`src/hw/plic_pkg.sv`:
```
// package: register map, field layout and state types for the pll lock control block
package plic_pkg;
    // wishbone word offsets (byte addresses)
    localparam logic [3:0] PLIC_ADDR_CONTROL = 4'h0;
    localparam logic [3:0] PLIC_ADDR_BANDWIDTH = 4'h4;
    localparam logic [3:0] PLIC_ADDR_STATUS = 4'h8;
    localparam logic [3:0] PLIC_ADDR_MASK = 4'hC;

    // pll_control_reg fields
    localparam int PLIC_CTL_IRQ_ENABLE = 7;
    localparam int PLIC_CTL_IRQ_FLAG = 6;
    localparam int PLIC_CTL_BASE_SEL = 5;
    localparam int PLIC_CTL_POWER = 4;
    // pll_bandwidth_reg fields
    localparam int PLIC_BW_AUTO = 7;
    localparam int PLIC_BW_LOCK = 6;
    // interrupt status and mask fields
    localparam int PLIC_EV_LOCK_CHANGE = 0;
    localparam int PLIC_EV_BITS = 2;
    localparam int PLIC_EV_SEL_CHANGE = 1;

    localparam logic PLIC_POWER_RESET = 1'b1;

    typedef enum logic [1:0] {
        PLIC_RUN = 2'b00,
        PLIC_WAIT = 2'b01,
        PLIC_STOP = 2'b10
    } plic_mode_e;

    typedef struct packed {
        logic cyc;
        logic stb;
        logic we;
        logic [3:0] adr;
        logic [3:0] sel;
        logic [31:0] dat;
    } plic_wb_req_s;
endpackage

```
`src/hw/plic_top.sv`:
```
// pll lock interrupt, base clock interlock and low power mode control
//
// Summary of operation
// - in auto mode with the pll powered and not stopped, every filtered lock edge sets the flag and requests interrupt
// - interrupt enable gates only the request; the flag sets regardless
// - with auto mode off, no pll requests and the flag reads zero
// - base clock may select the vco clock even while unlocked
// - wait mode leaves the clock generator state untouched
// - in wait mode a powered pll still raises lock change interrupts
// - stop mode turns the pll analog section off
// - with break clear enable set, clears in break take effect and stay
// - with break clear enable zero, break accesses leave the flag alone
// - otherwise any read or write of the control register clears the flag
// - lock bit is read only in auto mode and reads zero in manual
// - base select cannot be set while the power bit is clear
// - power bit cannot be cleared while base select stays set; one control write may clear both
`timescale 1ns/1ps
module plic_top
    import plic_pkg::*;
(
    input wire logic clk_i,
    input wire logic rst_i,
    input wire logic ce_i,
    input wire plic_pkg::plic_wb_req_s wb_req_i,
    output logic [31:0] wb_dat_o,
    output logic wb_ack_o,
    input wire logic lock_detect_i,
    input wire logic wait_mode_i,
    input wire logic stop_mode_i,
    input wire logic break_state_i,
    input wire logic break_clear_enable_i,
    output logic pll_analog_enable_o,
    output logic base_clock_select_o,
    output logic pll_irq_o,
    output logic irq_o
);
    import plic_pkg::*;

    logic lock_s1, lock_s2, lock_s3;
    logic lock_q;
    logic pll_irq_enable, pll_irq_flag, base_clock_select, pll_power_bit, auto_mode;
    logic [PLIC_EV_BITS-1:0] ev_status, ev_mask;
    logic ack_q;
    logic [31:0] rd_data;
    plic_mode_e mode;

    function automatic logic hit(input logic [3:0] a, input logic [3:0] off);
        hit = (a == off);
    endfunction

    wire bus_go = wb_req_i.cyc && wb_req_i.stb && !ack_q;
    wire wr = bus_go && wb_req_i.we && wb_req_i.sel[0];
    wire rd = bus_go && !wb_req_i.we;
    wire ctl_hit = hit(wb_req_i.adr, PLIC_ADDR_CONTROL);
    wire wr_ctl = wr && ctl_hit;
    wire wr_bw = wr && hit(wb_req_i.adr, PLIC_ADDR_BANDWIDTH);
    wire wr_st = wr && hit(wb_req_i.adr, PLIC_ADDR_STATUS);
    wire wr_mk = wr && hit(wb_req_i.adr, PLIC_ADDR_MASK);
    wire [7:0] wd = wb_req_i.dat[7:0];

    // lock filtered through three stages; change counts when last two agree
    wire lock_stable = (lock_s2 == lock_s3);
    wire lock_now = lock_stable ? lock_s3 : lock_q;
    wire lock_edge = lock_stable && (lock_s3 != lock_q);
    // analog section runs when powered and not stopped; wait does not matter
    wire analog_on = pll_power_bit && (mode != PLIC_STOP);
    wire lock_event = auto_mode && analog_on && lock_edge;
    wire lock_visible = auto_mode && lock_q;
    // break protection: clearing suppressed only when break and bce is zero
    wire clear_allowed = !break_state_i || break_clear_enable_i;
    wire ctl_access = bus_go && ctl_hit && clear_allowed;
    wire next_flag = lock_event ? 1'b1 : (ctl_access ? 1'b0 : pll_irq_flag);
    // set beats clear on the same cycle
    // a write that sets select in the same cycle also keeps the power bit up
    wire next_power = wr_ctl ? (wd[PLIC_CTL_POWER] | next_sel) : pll_power_bit;
    // only the power interlock guards select; lock is not checked
    wire next_sel = wr_ctl ? (wd[PLIC_CTL_BASE_SEL] & pll_power_bit) : base_clock_select;
    wire [PLIC_EV_BITS-1:0] ev_set;
    assign ev_set[PLIC_EV_LOCK_CHANGE] = lock_event;
    assign ev_set[PLIC_EV_SEL_CHANGE] = wr_ctl && (next_sel != base_clock_select);
    wire [PLIC_EV_BITS-1:0] next_status = ev_set | (ev_status & ~(wr_st ? wd[PLIC_EV_BITS-1:0] : '0));

    wire flag_visible = pll_irq_flag && auto_mode;
    wire [7:0] ctl_rd = {pll_irq_enable, flag_visible, base_clock_select, pll_power_bit, 4'h0};
    wire [7:0] bw_rd = {auto_mode, lock_visible, 6'h00};
    always_comb
    begin
        rd_data = 32'h0000_0000;
        case (wb_req_i.adr)
            PLIC_ADDR_CONTROL: rd_data[7:0] = ctl_rd;
            PLIC_ADDR_BANDWIDTH: rd_data[7:0] = bw_rd;
            PLIC_ADDR_STATUS: rd_data[PLIC_EV_BITS-1:0] = ev_status;
            PLIC_ADDR_MASK: rd_data[PLIC_EV_BITS-1:0] = ev_mask;
            default: rd_data = 32'h0000_0000;
        endcase
    end

    always_ff @(posedge clk_i)
    begin
        if (rst_i)
        begin
            lock_s1 <= 1'b0;
            lock_s2 <= 1'b0;
            lock_s3 <= 1'b0;
            lock_q <= 1'b0;
        end
        else if (ce_i)
        begin
            lock_s1 <= lock_detect_i;
            lock_s2 <= lock_s1;
            lock_s3 <= lock_s2;
            lock_q <= lock_now;
        end
    end

    always_ff @(posedge clk_i)
    begin
        if (rst_i)
        begin
            pll_irq_enable <= 1'b0;
            pll_irq_flag <= 1'b0;
            base_clock_select <= 1'b0;
            pll_power_bit <= PLIC_POWER_RESET;
            auto_mode <= 1'b0;
            ev_status <= '0;
            ev_mask <= '0;
        end
        else if (ce_i)
        begin
            pll_irq_flag <= next_flag;
            pll_power_bit <= next_power;
            base_clock_select <= next_sel;
            ev_status <= next_status;
            if (wr_ctl)
                pll_irq_enable <= wd[PLIC_CTL_IRQ_ENABLE];
            if (wr_bw)
                auto_mode <= wd[PLIC_BW_AUTO];
            if (wr_mk)
                ev_mask <= wd[PLIC_EV_BITS-1:0];
        end
    end

    // stop has priority over wait; mode only tracks the cpu, clock state is kept
    always_ff @(posedge clk_i)
    begin
        if (rst_i)
            mode <= PLIC_RUN;
        else if (ce_i)
        begin
            case ({stop_mode_i, wait_mode_i})
                2'b00: mode <= PLIC_RUN;
                2'b01: mode <= PLIC_WAIT;
                2'b10, 2'b11: mode <= PLIC_STOP;
                default: mode <= PLIC_RUN;
            endcase
        end
    end

    // one cycle ack, no wait states
    always_ff @(posedge clk_i)
    begin
        if (rst_i)
        begin
            ack_q <= 1'b0;
            wb_dat_o <= 32'h0000_0000;
        end
        else if (ce_i)
        begin
            ack_q <= bus_go;
            if (rd)
                wb_dat_o <= rd_data;
        end
    end

    assign wb_ack_o = ack_q;
    assign pll_analog_enable_o = analog_on;
    assign base_clock_select_o = base_clock_select;
    assign pll_irq_o = flag_visible && pll_irq_enable;
    assign irq_o = |(ev_status & ev_mask);
endmodule

```
`config.mk`:
```
export PLATFORM = sky130hd
export DESIGN_NAME = plic_top
export DESIGN_NICKNAME = d
export VERILOG_FILES = /design/src/hw/plic_pkg.sv /design/src/hw/plic_top.sv
export SDC_FILE = /design/constraint.sdc
export NUM_CORES = 1
export LEC_CHECK = 0
export BUFFER_PORTS_ARGS = -buffer_cell sky130_fd_sc_hd__buf_2
export CORE_UTILIZATION = 30
export CTS_CLUSTER_SIZE = 28
export DETAILED_ROUTE_END_ITERATION = 8
export GPL_ROUTABILITY_DRIVEN = 1
export SETUP_SLACK_MARGIN = 0.3
export SYNTH_ARGS = -nofsm -noshare
export SYNTH_HDL_FRONTEND = slang
export SYNTH_SLANG_ARGS = --single-unit
```
`constraint.sdc`:
```
create_clock -name clk_i -period 4.5 [get_ports clk_i]
set_input_delay 0.675 -clock clk_i [delete_from_list [all_inputs] [get_ports clk_i]]
set_output_delay 0.675 -clock clk_i [all_outputs]
set_load 0.05 [all_outputs]
```
-- After elaboration in Yosys (flattened, before gate mapping)
Cells that the tools add are included.
- reductions and logical operators: 34
- bitwise gates (word level): 6
- equality and inequality tests: 10
- muxes and demuxes: 7
- operators by type and width (kind ; count):
    $logic_and A1 B1 Y1 ; 19
    $pmux W6 S2 ; 1
    $reduce_and A2 Y1 ; 6
    $eq A4 B4 Y1 const B ; 2
    $pmux W2 S3 ; 1
    $and A2 B2 Y2 ; 2
    $eq A2 B2 Y1 const B ; 2
    $eq A4 B3 Y1 const B ; 1
    $logic_not A4 Y1 ; 1
    $pmux W2 S2 ; 1
    $reduce_or A2 Y1 ; 2
    $logic_not A1 Y1 ; 3
    $mux W1 ; 3
    $eq A2 B1 Y1 const B ; 1
    $logic_not A2 Y1 ; 1
    $mux W2 ; 1
    $ne A1 B1 Y1 ; 2
    $ne A2 B2 Y1 const B ; 1
    $not A2 Y2 ; 1
    $or A2 B2 Y2 ; 1
    $reduce_bool A2 Y1 ; 1
    $and A1 B1 Y1 ; 1
    $eq A1 B1 Y1 ; 1
    $logic_or A1 B1 Y1 ; 1
    $or A1 B1 Y1 ; 1
- register bits after elaboration: 24
- word-level logic and storage cells: 71

-- Longest topological paths before layout
Gate-level depths: netlist of run 1.
- depth in word-level cells: 9
- mapped depth: 7
- depth with buffers taken out: 4

-- Worst setup path before layout of run 1
Ideal clock, no wire load.
- path type: register to output
- start: register pll_power_bit
- end: output port pll_analog_enable_o
- path slack: 2266 ps
- data arrival time: 1559 ps
- buffers on the path: 0
- stages on the path, launching flop included: 2
- data required time: 3825 ps
- path through: dfxtp_1 a21boi_0
- word-level cells in the longest chain between the ends: 1
- RTL lines (what ; RTL line ; source):
    start: declaration ; plic_top.sv:41 ; logic pll_irq_enable, pll_irq_flag, base_clock_select, pll_power_bit, auto_mode;
    start signal: assignment ; plic_top.sv:131 ; pll_power_bit <= next_power;
    $logic_and A1 B1 Y1 ; plic_top.sv:66 ; wire analog_on = pll_power_bit && (mode != PLIC_STOP);
    end: declaration ; plic_top.sv:32 ; output logic pll_analog_enable_o,
Every way passes these cells.

-- Worst setup path in the final report of run 1
- start: input port ce_i
- end: register ev_mask[1]
- word-level cells in the longest chain between the ends: 1
- RTL lines (what ; RTL line ; source):
    start: declaration ; plic_top.sv:23 ; input wire logic ce_i,
    $reduce_and A2 Y1 (no line) ; n/a ;
    end signal: assignment ; plic_top.sv:139 ; ev_mask <= wd[PLIC_EV_BITS-1:0];
    end: declaration ; plic_top.sv:42 ; logic [PLIC_EV_BITS-1:0] ev_status, ev_mask;
Every way passes these cells.
A chain may end at the register's enable or synchronous reset.

==> out/results.tsv, run 1 <==
metric	value	unit
outcome	finished clean	
cts_root_buf	clkbuf_8	
ant_nets	0	
dieArea	0.00439	sq mm
h-tree-depth	1	
placed_cell_area	0.00133	sq mm
synth_cell_types	33	
place_ws	2.21	ns
synth_most_common_cell	buf_4	
core	0.00397	sq mm
fin_crit_sh	44.6	%
setup_viol	0	
layout-drive-gt1-share	23.8	%
syn_to_final_growth	10.4	%
yosysSeqAreaShare	35.5	%
post_cts_buffers	0	
drv_slew	0	
power_density	293	mW/mm^2
vias_per_cell	4.41	
cts_buffers	3	
grt_usage	11.6	%
remaining_drc_errors	0	
syn_avg_cell_area	8.55	sq um
netlist_top_cells_count	buf_4 (27), dfxtp_1 (22), nor2_1 (18), mux2i_1 (14), a21oi_1 (11)	
cp_cell_sequence	buf_2 -> nand4b_2 -> or4_4 -> mux2i_1 -> nor2_1	
ys_ff_latch	22	
dr_total_vias	980	
dr.pass1.iters	4	
first_iter_violations	27	
synthFlopType	dfxtp_1	
clk_path_buf_depth	2	
synthArstFlopShare	0	%
routedWlPerCell	10.7	microns
worstSetupPathType	in2reg	
gp_congestion	0.727	
hold_buffers	0	
pin_count	88	
cp.arrival	2.15	ns
hold_path_class	reg2reg	
antenna_cells	0	
design_area	0.00137	sq mm
rr_startpoint	wb_ack_o	
crit_path_start	ce_i	
period_minus_slack	2.01	ns
nNetsFinal	225	
synth_largest_area_cell	dfxtp_1	
synth_top_area_share	35.5	%
die-width	66.3	microns
clkSinkCount	22	
clk_pin_slew	0.07	ns
synthTopCellsByArea	dfxtp_1 (36%), buf_4 (16%), mux2i_1 (11%)	
grt_pass1_vias	872	
antenna_found_initial	0	
worstSetupEndpointType	flop	
hold_viol	0	
max_cap_violations	0	
grt_max_degree	24	
fin_skew	0.00203	ns
clock_latency	0.26	ns
start_util	31.2	%
min_from	wb_dat_o[5]	
critPathLaunchType	input port	
place_hpwl	1850	microns
grt_pass1_wl	3930	microns
required	4.64	ns
path_max_fanout	12	
rows	23	
layout_setup_ws	2.49	ns
rsz0062_at_grt	false	
port_buffers	31	
synth-edff-count	0	
worst_pin_slew	0.767	ns
cpMaxStageDelayCell	or4_4	
synth_area	0.00124	sq mm
ctsResizeCount	0	
relSlewSlack	48.4	%
leakage	0.632	nW
vdd_drop_max	216	uV
utilization	34.5	%
syn_inst	145	
synth.yosys.warnings	0	
die_h	66.3	microns
cts_tree	done	
totalWireLength	2370	microns
setup_tns	0	ns
cpPeakStageDelay	0.65	ns
overflow	0	
fmax	498	MHz
sequential cells by signal, summed over array words and instances, names as in the netlist:
| signal | count |
|---|---|
| auto_mode | 1 |
| mode | 2 |
| pll_irq_flag | 1 |
| ev_status | 2 |
| wb_dat_o | 6 |
| ev_mask | 2 |
| wb_ack_o | 1 |
| pll_irq_enable | 1 |
| lock_s1 | 1 |
| base_clock_select_o | 1 |
| lock_s3 | 1 |
| pll_power_bit | 1 |
| lock_s2 | 1 |
| lock_q | 1 |
worst max-delay path, delay by kind of cell:
| kind | cells | cell delay, ns |
|---|---|---|
| multiplexers | 1 | 0.17 |
| buffers and inverters | 1 | 0.24 |
| AND/OR/NAND/NOR | 3 | 1.07 |
per-stage QoR:
stage / std cells / total power, mW / hold slack (ns)
after floorplan: 170 / 0.289 / 0.454
after global placement: 219 / 0.285 / 0.438
after detailed placement: 219 / 0.286 / 0.450
after CTS: 222 / 0.406 / 0.461
after global routing: 222 / 0.419 / 0.476
final: 222 / 0.400 / 0.455
where the power goes:
| group | total, mW | internal [mW] | switching [mW] | leakage, nW |
|---|---|---|---|---|
| combinational | 0.0827 | 0.0132 | 0.0695 | 0.433 |
| clock | 0.119 | 0.0596 | 0.0597 | 0.0216 |
| sequential | 0.198 | 0.197 | 0.00167 | 0.178 |
routing by layer:
metal / global-route usage [%] / vias to the layer above / wire length [microns]
met5: 0 / - / 0
met4: 2.39 / 0 / 8
met3: 2.59 / 2 / 122
met2: 18.9 / 37 / 1110
met1: 15.5 / 438 / 1130
li1: - / 503 / -
layout make-up:
| class | instances | area (sq um) |
|---|---|---|
| flip-flops and latches | 22 | 440 |
| well taps | 50 | 62.6 |
| clock buffers | 3 | 41.3 |
| fillers | 442 | 2600 |
| inverters | 4 | 15.0 |
| repair buffers | 31 | 155 |
| multi-input cells | 112 | 654 |
cell usage in the layout (no fill, tap or decap), types with 2 or more instances in the layout:
cell type,count
o21ai_0,3
mux2i_1,14
inv_1,4
conb_1,26
nor4_1,6
a21oi_1,11
dfxtp_1,22
nand2_1,9
nor3_1,2
and2_1,2
buf_2,31
a21bo_2,2
clkbuf_8,3
nor2_1,18
nand3_1,2
cell families (layout without fill, tap and decap cells):
kind of cell	after synthesis	after routing	synth area share [%]
flops	22	22	35.5
compound gates	23	23	11.5
simple gates	49	49	22.1
buf+inv	36	38	19.3
other cells	1	26	0.302
mux	14	14	11.3
final timing paths:
kind	to	slack, ns	cells after the start
hold reg to reg	wb_dat_o[5]	0.45	2
hold / removal	wb_dat_o[5]	0.45	2
setup / recovery	ev_mask[1]	2.49	5
setup reg to reg	ev_mask[1]	2.74	4
No activity file was read; power rests on OpenSTA's default activity.
==> run 2, diff against run 1 <==
==> constraint.sdc (replaced) <==
create_clock -name clk_i -period 1.9 [get_ports clk_i]
set_input_delay 0.285 -clock clk_i [delete_from_list [all_inputs] [get_ports clk_i]]
set_output_delay 0.285 -clock clk_i [all_outputs]
set_load 0.05 [all_outputs]
==> out/results.tsv, run 2 (same netlist as run 1, synthesis figures left out) <==
metric	value	unit	change
fmax	675	MHz	
clkSinkCount	22		unchanged
dpl.cell_count	222		+1.4%
dr_total_vias	1010		+3.1%
required	1.62	ns	-3.02 ns
setup_viol	0		unchanged
antenna_cells	0		unchanged
cpMaxStageDelayCell	dfxtp_1		
power_density	711	mW/mm^2	+140%
syn_to_final_growth	15.1	%	
critPathLaunchType	flop		
layout_common_cells	buf_2 (31), conb_1 (26), dfxtp_1 (21), nor2_1 (18), mux2i_1 (14)		
vdd_drop_max	414	uV	+92%
placed_cell_area	0.00136	sq mm	+2.1%
final_common_cell	buf_2		
grt_max_degree	24		unchanged
hold_path_class	in2reg		
total_power	1.01	mW	+150%
rsz0062_at_grt	false		
cp_cell_sequence	a21boi_2 -> buf_2		
ctsResizeCount	1		+1
pin_count	88		unchanged
hold_buffers	0		unchanged
crit_buf_inv	1		unchanged
setup_tns	0	ns	unchanged
remaining_drc_errors	0		unchanged
place_hpwl	1900	microns	+2.8%
cts_tree	done		
max_cap_violations	0		unchanged
outcome	finished clean		
drv_slew	0		unchanged
core	0.00397	sq mm	unchanged
antenna_found_initial	0		unchanged
h-tree-depth	1		unchanged
die_h	66.3	microns	unchanged
rows	23		unchanged
cts_root_buf	clkbuf_8		
vias_per_cell	4.47		+1.2%
design_area	0.00143	sq mm	+4.3%
nNetsFinal	228		+1.3%
dieArea	0.00439	sq mm	unchanged
layout-drive-gt1-share	26.7	%	+2.9 points
first_iter_violations	25		-7.4%
totalWireLength	2480	microns	+4.7%
instances_no_fill	226		+1.8%
grt_pass1_vias	892		+2.3%
routedWlPerCell	11.0	microns	+2.8%
leakage	0.666	nW	+5.4%
post_cts_buffers	0		unchanged
dr.pass1.iters	4		unchanged
worstSetupPathType	reg2out		
port_buffers	31		unchanged
overflow	0		unchanged
clk_path_buf_depth	2		unchanged
fin_crit_sh	78.0	%	
gp_congestion	0.839		+15%
grt_usage	12.3	%	+0.72 points
largest_reg_flops	6		unchanged
period_minus_slack	1.48	ns	
worstSetupEndpointType	primary output		
ant_nets	0		unchanged
cpPeakStageDelay	0.44	ns	-0.21 ns
grt_pass1_wl	4060	microns	+3.5%
path_max_fanout	5		-7
fin_skew	0.00488	ns	+0.00285 ns
start_util	31.2	%	unchanged
hold_viol	0		unchanged
clock_latency	0.26	ns	about the same
die-width	66.3	microns	unchanged
top_register	wb_dat_o		
clk_pin_slew	0.08	ns	about the same
cp_top_family	flip-flops		
cts_buffers	3		unchanged
cp.arrival	1.20	ns	-0.95 ns
run 2: final cells by class:
| class | instances | area [sq um] |
|---|---|---|
| fillers | 431 | 2540 |
| well taps | 50 | 62.6 |
| multi-input cells | 112 | 676 |
| clock buffers | 4 | 55.1 |
| flip-flops and latches | 22 | 442 |
| repair buffers | 34 | 178 |
| inverters | 4 | 15.0 |
run 2: metal layers:
layer | global-route usage [%] | wire length [microns] | share of wire [%] | vias up
met2 | 19.3 | 1080 | 44 | 37
met5 | 0 | 0 | 0 | -
met1 | 15.9 | 1210 | 49 | 457
met4 | 3.19 | 22 | 0.89 | 0
li1 | - | - | - | 512
met3 | 4.31 | 161 | 6.5 | 4
run 2: worst reg2reg max path, stage by stage, from the launching register on:
cell and delay (ns):
dfxtp_2 0.35, nand4b_4 0.21, or4_4 0.56, mux2i_1 0.17
nor2_1 0.05
run 2: power by group:
group / internal, mW / switching, mW / leakage, nW
Combinational: 0.0359 / 0.167 / 0.459
Sequential: 0.466 / 0.00455 / 0.178
Clock: 0.185 / 0.156 / 0.0288
run 2: worst paths after layout:
path	startpoint	end	slack [ns]	depth (start not counted)
max	pll_power_bit	pll_analog_enable_o	0.42	2
min reg2reg	wb_dat_o[4]	wb_dat_o[4]	0.45	2
min	lock_detect_i	lock_s1	0.25	3
max reg2reg	wb_ack_o	ev_mask[1]	0.44	4
run 2: stage by stage:
step	worst slack, ns	hold slack (ns)	util [%]
2_1_floorplan	0.351	0.354	-
3_3_place_gp	0.206	0.438	34.1
3_5_place_dp	0.202	0.440	34.1
4_1_cts	0.326	0.253	35.7
5_1_grt	0.330	0.272	35.9
6_report	0.418	0.254	35.9
==> run 3, diff against run 2 <==
==> constraint.sdc (replaced) <==
create_clock -name clk_i -period 1.37 [get_ports clk_i]
set_input_delay 0.2055 -clock clk_i [delete_from_list [all_inputs] [get_ports clk_i]]
set_output_delay 0.2055 -clock clk_i [all_outputs]
set_load 0.05 [all_outputs]
==> out/results.tsv, run 3 (same netlist as run 1, synthesis figures left out) <==
metric	value	unit	change
worstSetupPathType	reg2reg		
largest_reg_flops	6		unchanged
period_minus_slack	1.44	ns	
remaining_drc_errors	0		unchanged
dr.pass1.iters	4		unchanged
drv_slew	0		unchanged
instances_no_fill	241		+6.6%
fin_crit_sh	105	%	
pin_count	88		unchanged
rsz0062_at_grt	true		
cts_root_buf	clkbuf_8		
clock_latency	0.26	ns	about the same
top_register	wb_dat_o		
routedWlPerCell	11.4	microns	+4.2%
layout-drive-gt1-share	37.7	%	+11 points
hold_path_class	in2reg		
layout_common_cells	conb_1 (26), buf_2 (20), buf_4 (20), nor2_1 (18), dfxtp_1 (17)		
leakage	0.756	nW	+14%
dieArea	0.00439	sq mm	unchanged
final_common_cell	conb_1		
r2r_setup_slack	-0.07	ns	-0.51 ns
ant_nets	0		unchanged
grt_pass1_wl	4380	microns	+7.8%
cp_cell_sequence	nand4b_4 -> or4_4 -> mux2i_1 -> nor2_1		
grt_usage	13.3	%	+1.0 points
rows	23		unchanged
nNetsFinal	243		+6.6%
dpl.cell_count	232		+4.5%
clk_path_buf_depth	2		unchanged
power_density	851	mW/mm^2	+20%
max_cap_violations	0		unchanged
worstSetupEndpointType	flop		
antenna_found_initial	0		unchanged
required	1.51	ns	-0.11 ns
cpMaxStageDelayCell	or4_4		
port_buffers	31		unchanged
hold_viol	0		unchanged
critPathLaunchType	flop		
h-tree-depth	1		unchanged
grt_max_degree	24		unchanged
totalWireLength	2760	microns	+11%
setup_tns	-0.230	ns	-0.230 ns
syn_to_final_growth	32.0	%	
fin_skew	0.00234	ns	-0.00254 ns
hold_slack	0.173	ns	-0.0804 ns
core	0.00397	sq mm	unchanged
violations	negative setup slack		
clkSinkCount	22		unchanged
cp.arrival	1.58	ns	+0.38 ns
place_hpwl	2000	microns	+5.1%
outcome	finished with violations		
die-width	66.3	microns	unchanged
overflow	0		unchanged
gp_congestion	0.726		-13%
start_util	31.2	%	unchanged
layout_setup_ws	-0.0740	ns	-0.492 ns
vdd_drop_max	715	uV	+73%
antenna_cells	0		unchanged
first_iter_violations	67		+170%
die_h	66.3	microns	unchanged
path_max_fanout	5		unchanged
cts_tree	done		
setup_viol	6		+6
dr_total_vias	1071		+6.0%
fmax	693	MHz	
grt_pass1_vias	949		+6.4%
cts_buffers	3		unchanged
cpPeakStageDelay	0.54	ns	+0.10 ns
hold_buffers	0		unchanged
place_ws	-0.234	ns	-0.436 ns
clk_pin_slew	0.08	ns	about the same
vias_per_cell	4.44		-0.56%
total_power	1.39	mW	+37%
-- run 3: cell count changes in the layout (fill, tap and decap cells not counted), sizes merged --
cell	delta
buf	+11
clkbuf	+4
-- run 3: cell type report --
cell class / instances / area (sq um)
Clock buffer: 4 / 45.0
Tap cell: 50 / 62.6
Multi-Input combinational cell: 112 / 722
Sequential cell: 22 / 452
Fill cell: 421 / 2330
Timing Repair Buffer: 49 / 340
Inverter: 4 / 15.0
-- run 3: final timing paths --
| check | start | endpoint | cells past startpoint |
|---|---|---|---|
| max | wb_ack_o | ev_mask[1] | 4 |
| min | lock_detect_i | lock_s1 | 3 |
| max reg2reg | wb_ack_o | ev_mask[1] | 4 |
| min reg2reg | wb_dat_o[4] | wb_dat_o[4] | 2 |
-- run 3: routing by layer --
layer / share of wire (%) / GRT usage, % / vias up
li1: - / - / 536
met1: 47 / 16.6 / 490
met2: 45 / 22.3 / 43
met3: 6.6 / 4.48 / 2
met4: 0.65 / 2.39 / 0
met5: 0 / 0 / -
-- run 3: power by group --
| part | switching [mW] | internal (mW) | leakage (nW) |
|---|---|---|---|
| sequential | 0.00628 | 0.643 | 0.180 |
| clock | 0.209 | 0.207 | 0.0228 |
| combinational | 0.249 | 0.0776 | 0.554 |
| total | 0.464 | 0.928 | 0.756 |
-- run 3: what timing repair did --
item	in CTS	in global routing
buffers inserted	5	0
pin swaps	4	4
resized for setup	22	9
setup endpoints to repair	21	24
-- run 3: worst max-delay path: cells and delay by family, from the launching register on --
kind / cells / cell delay (ns)
multiplexers: 1 / 0.17
AND/OR/NAND/NOR: 3 / 0.81
flip-flops: 1 / 0.35
-- run 3: metrics by stage --
stage               area [sq um]  util (%)
floorplan                   1380         -
CTS                         1610      40.6
detailed placement          1470      37.0
global route                1640      41.2
finish                      1640      41.2
global placement            1470      37.0
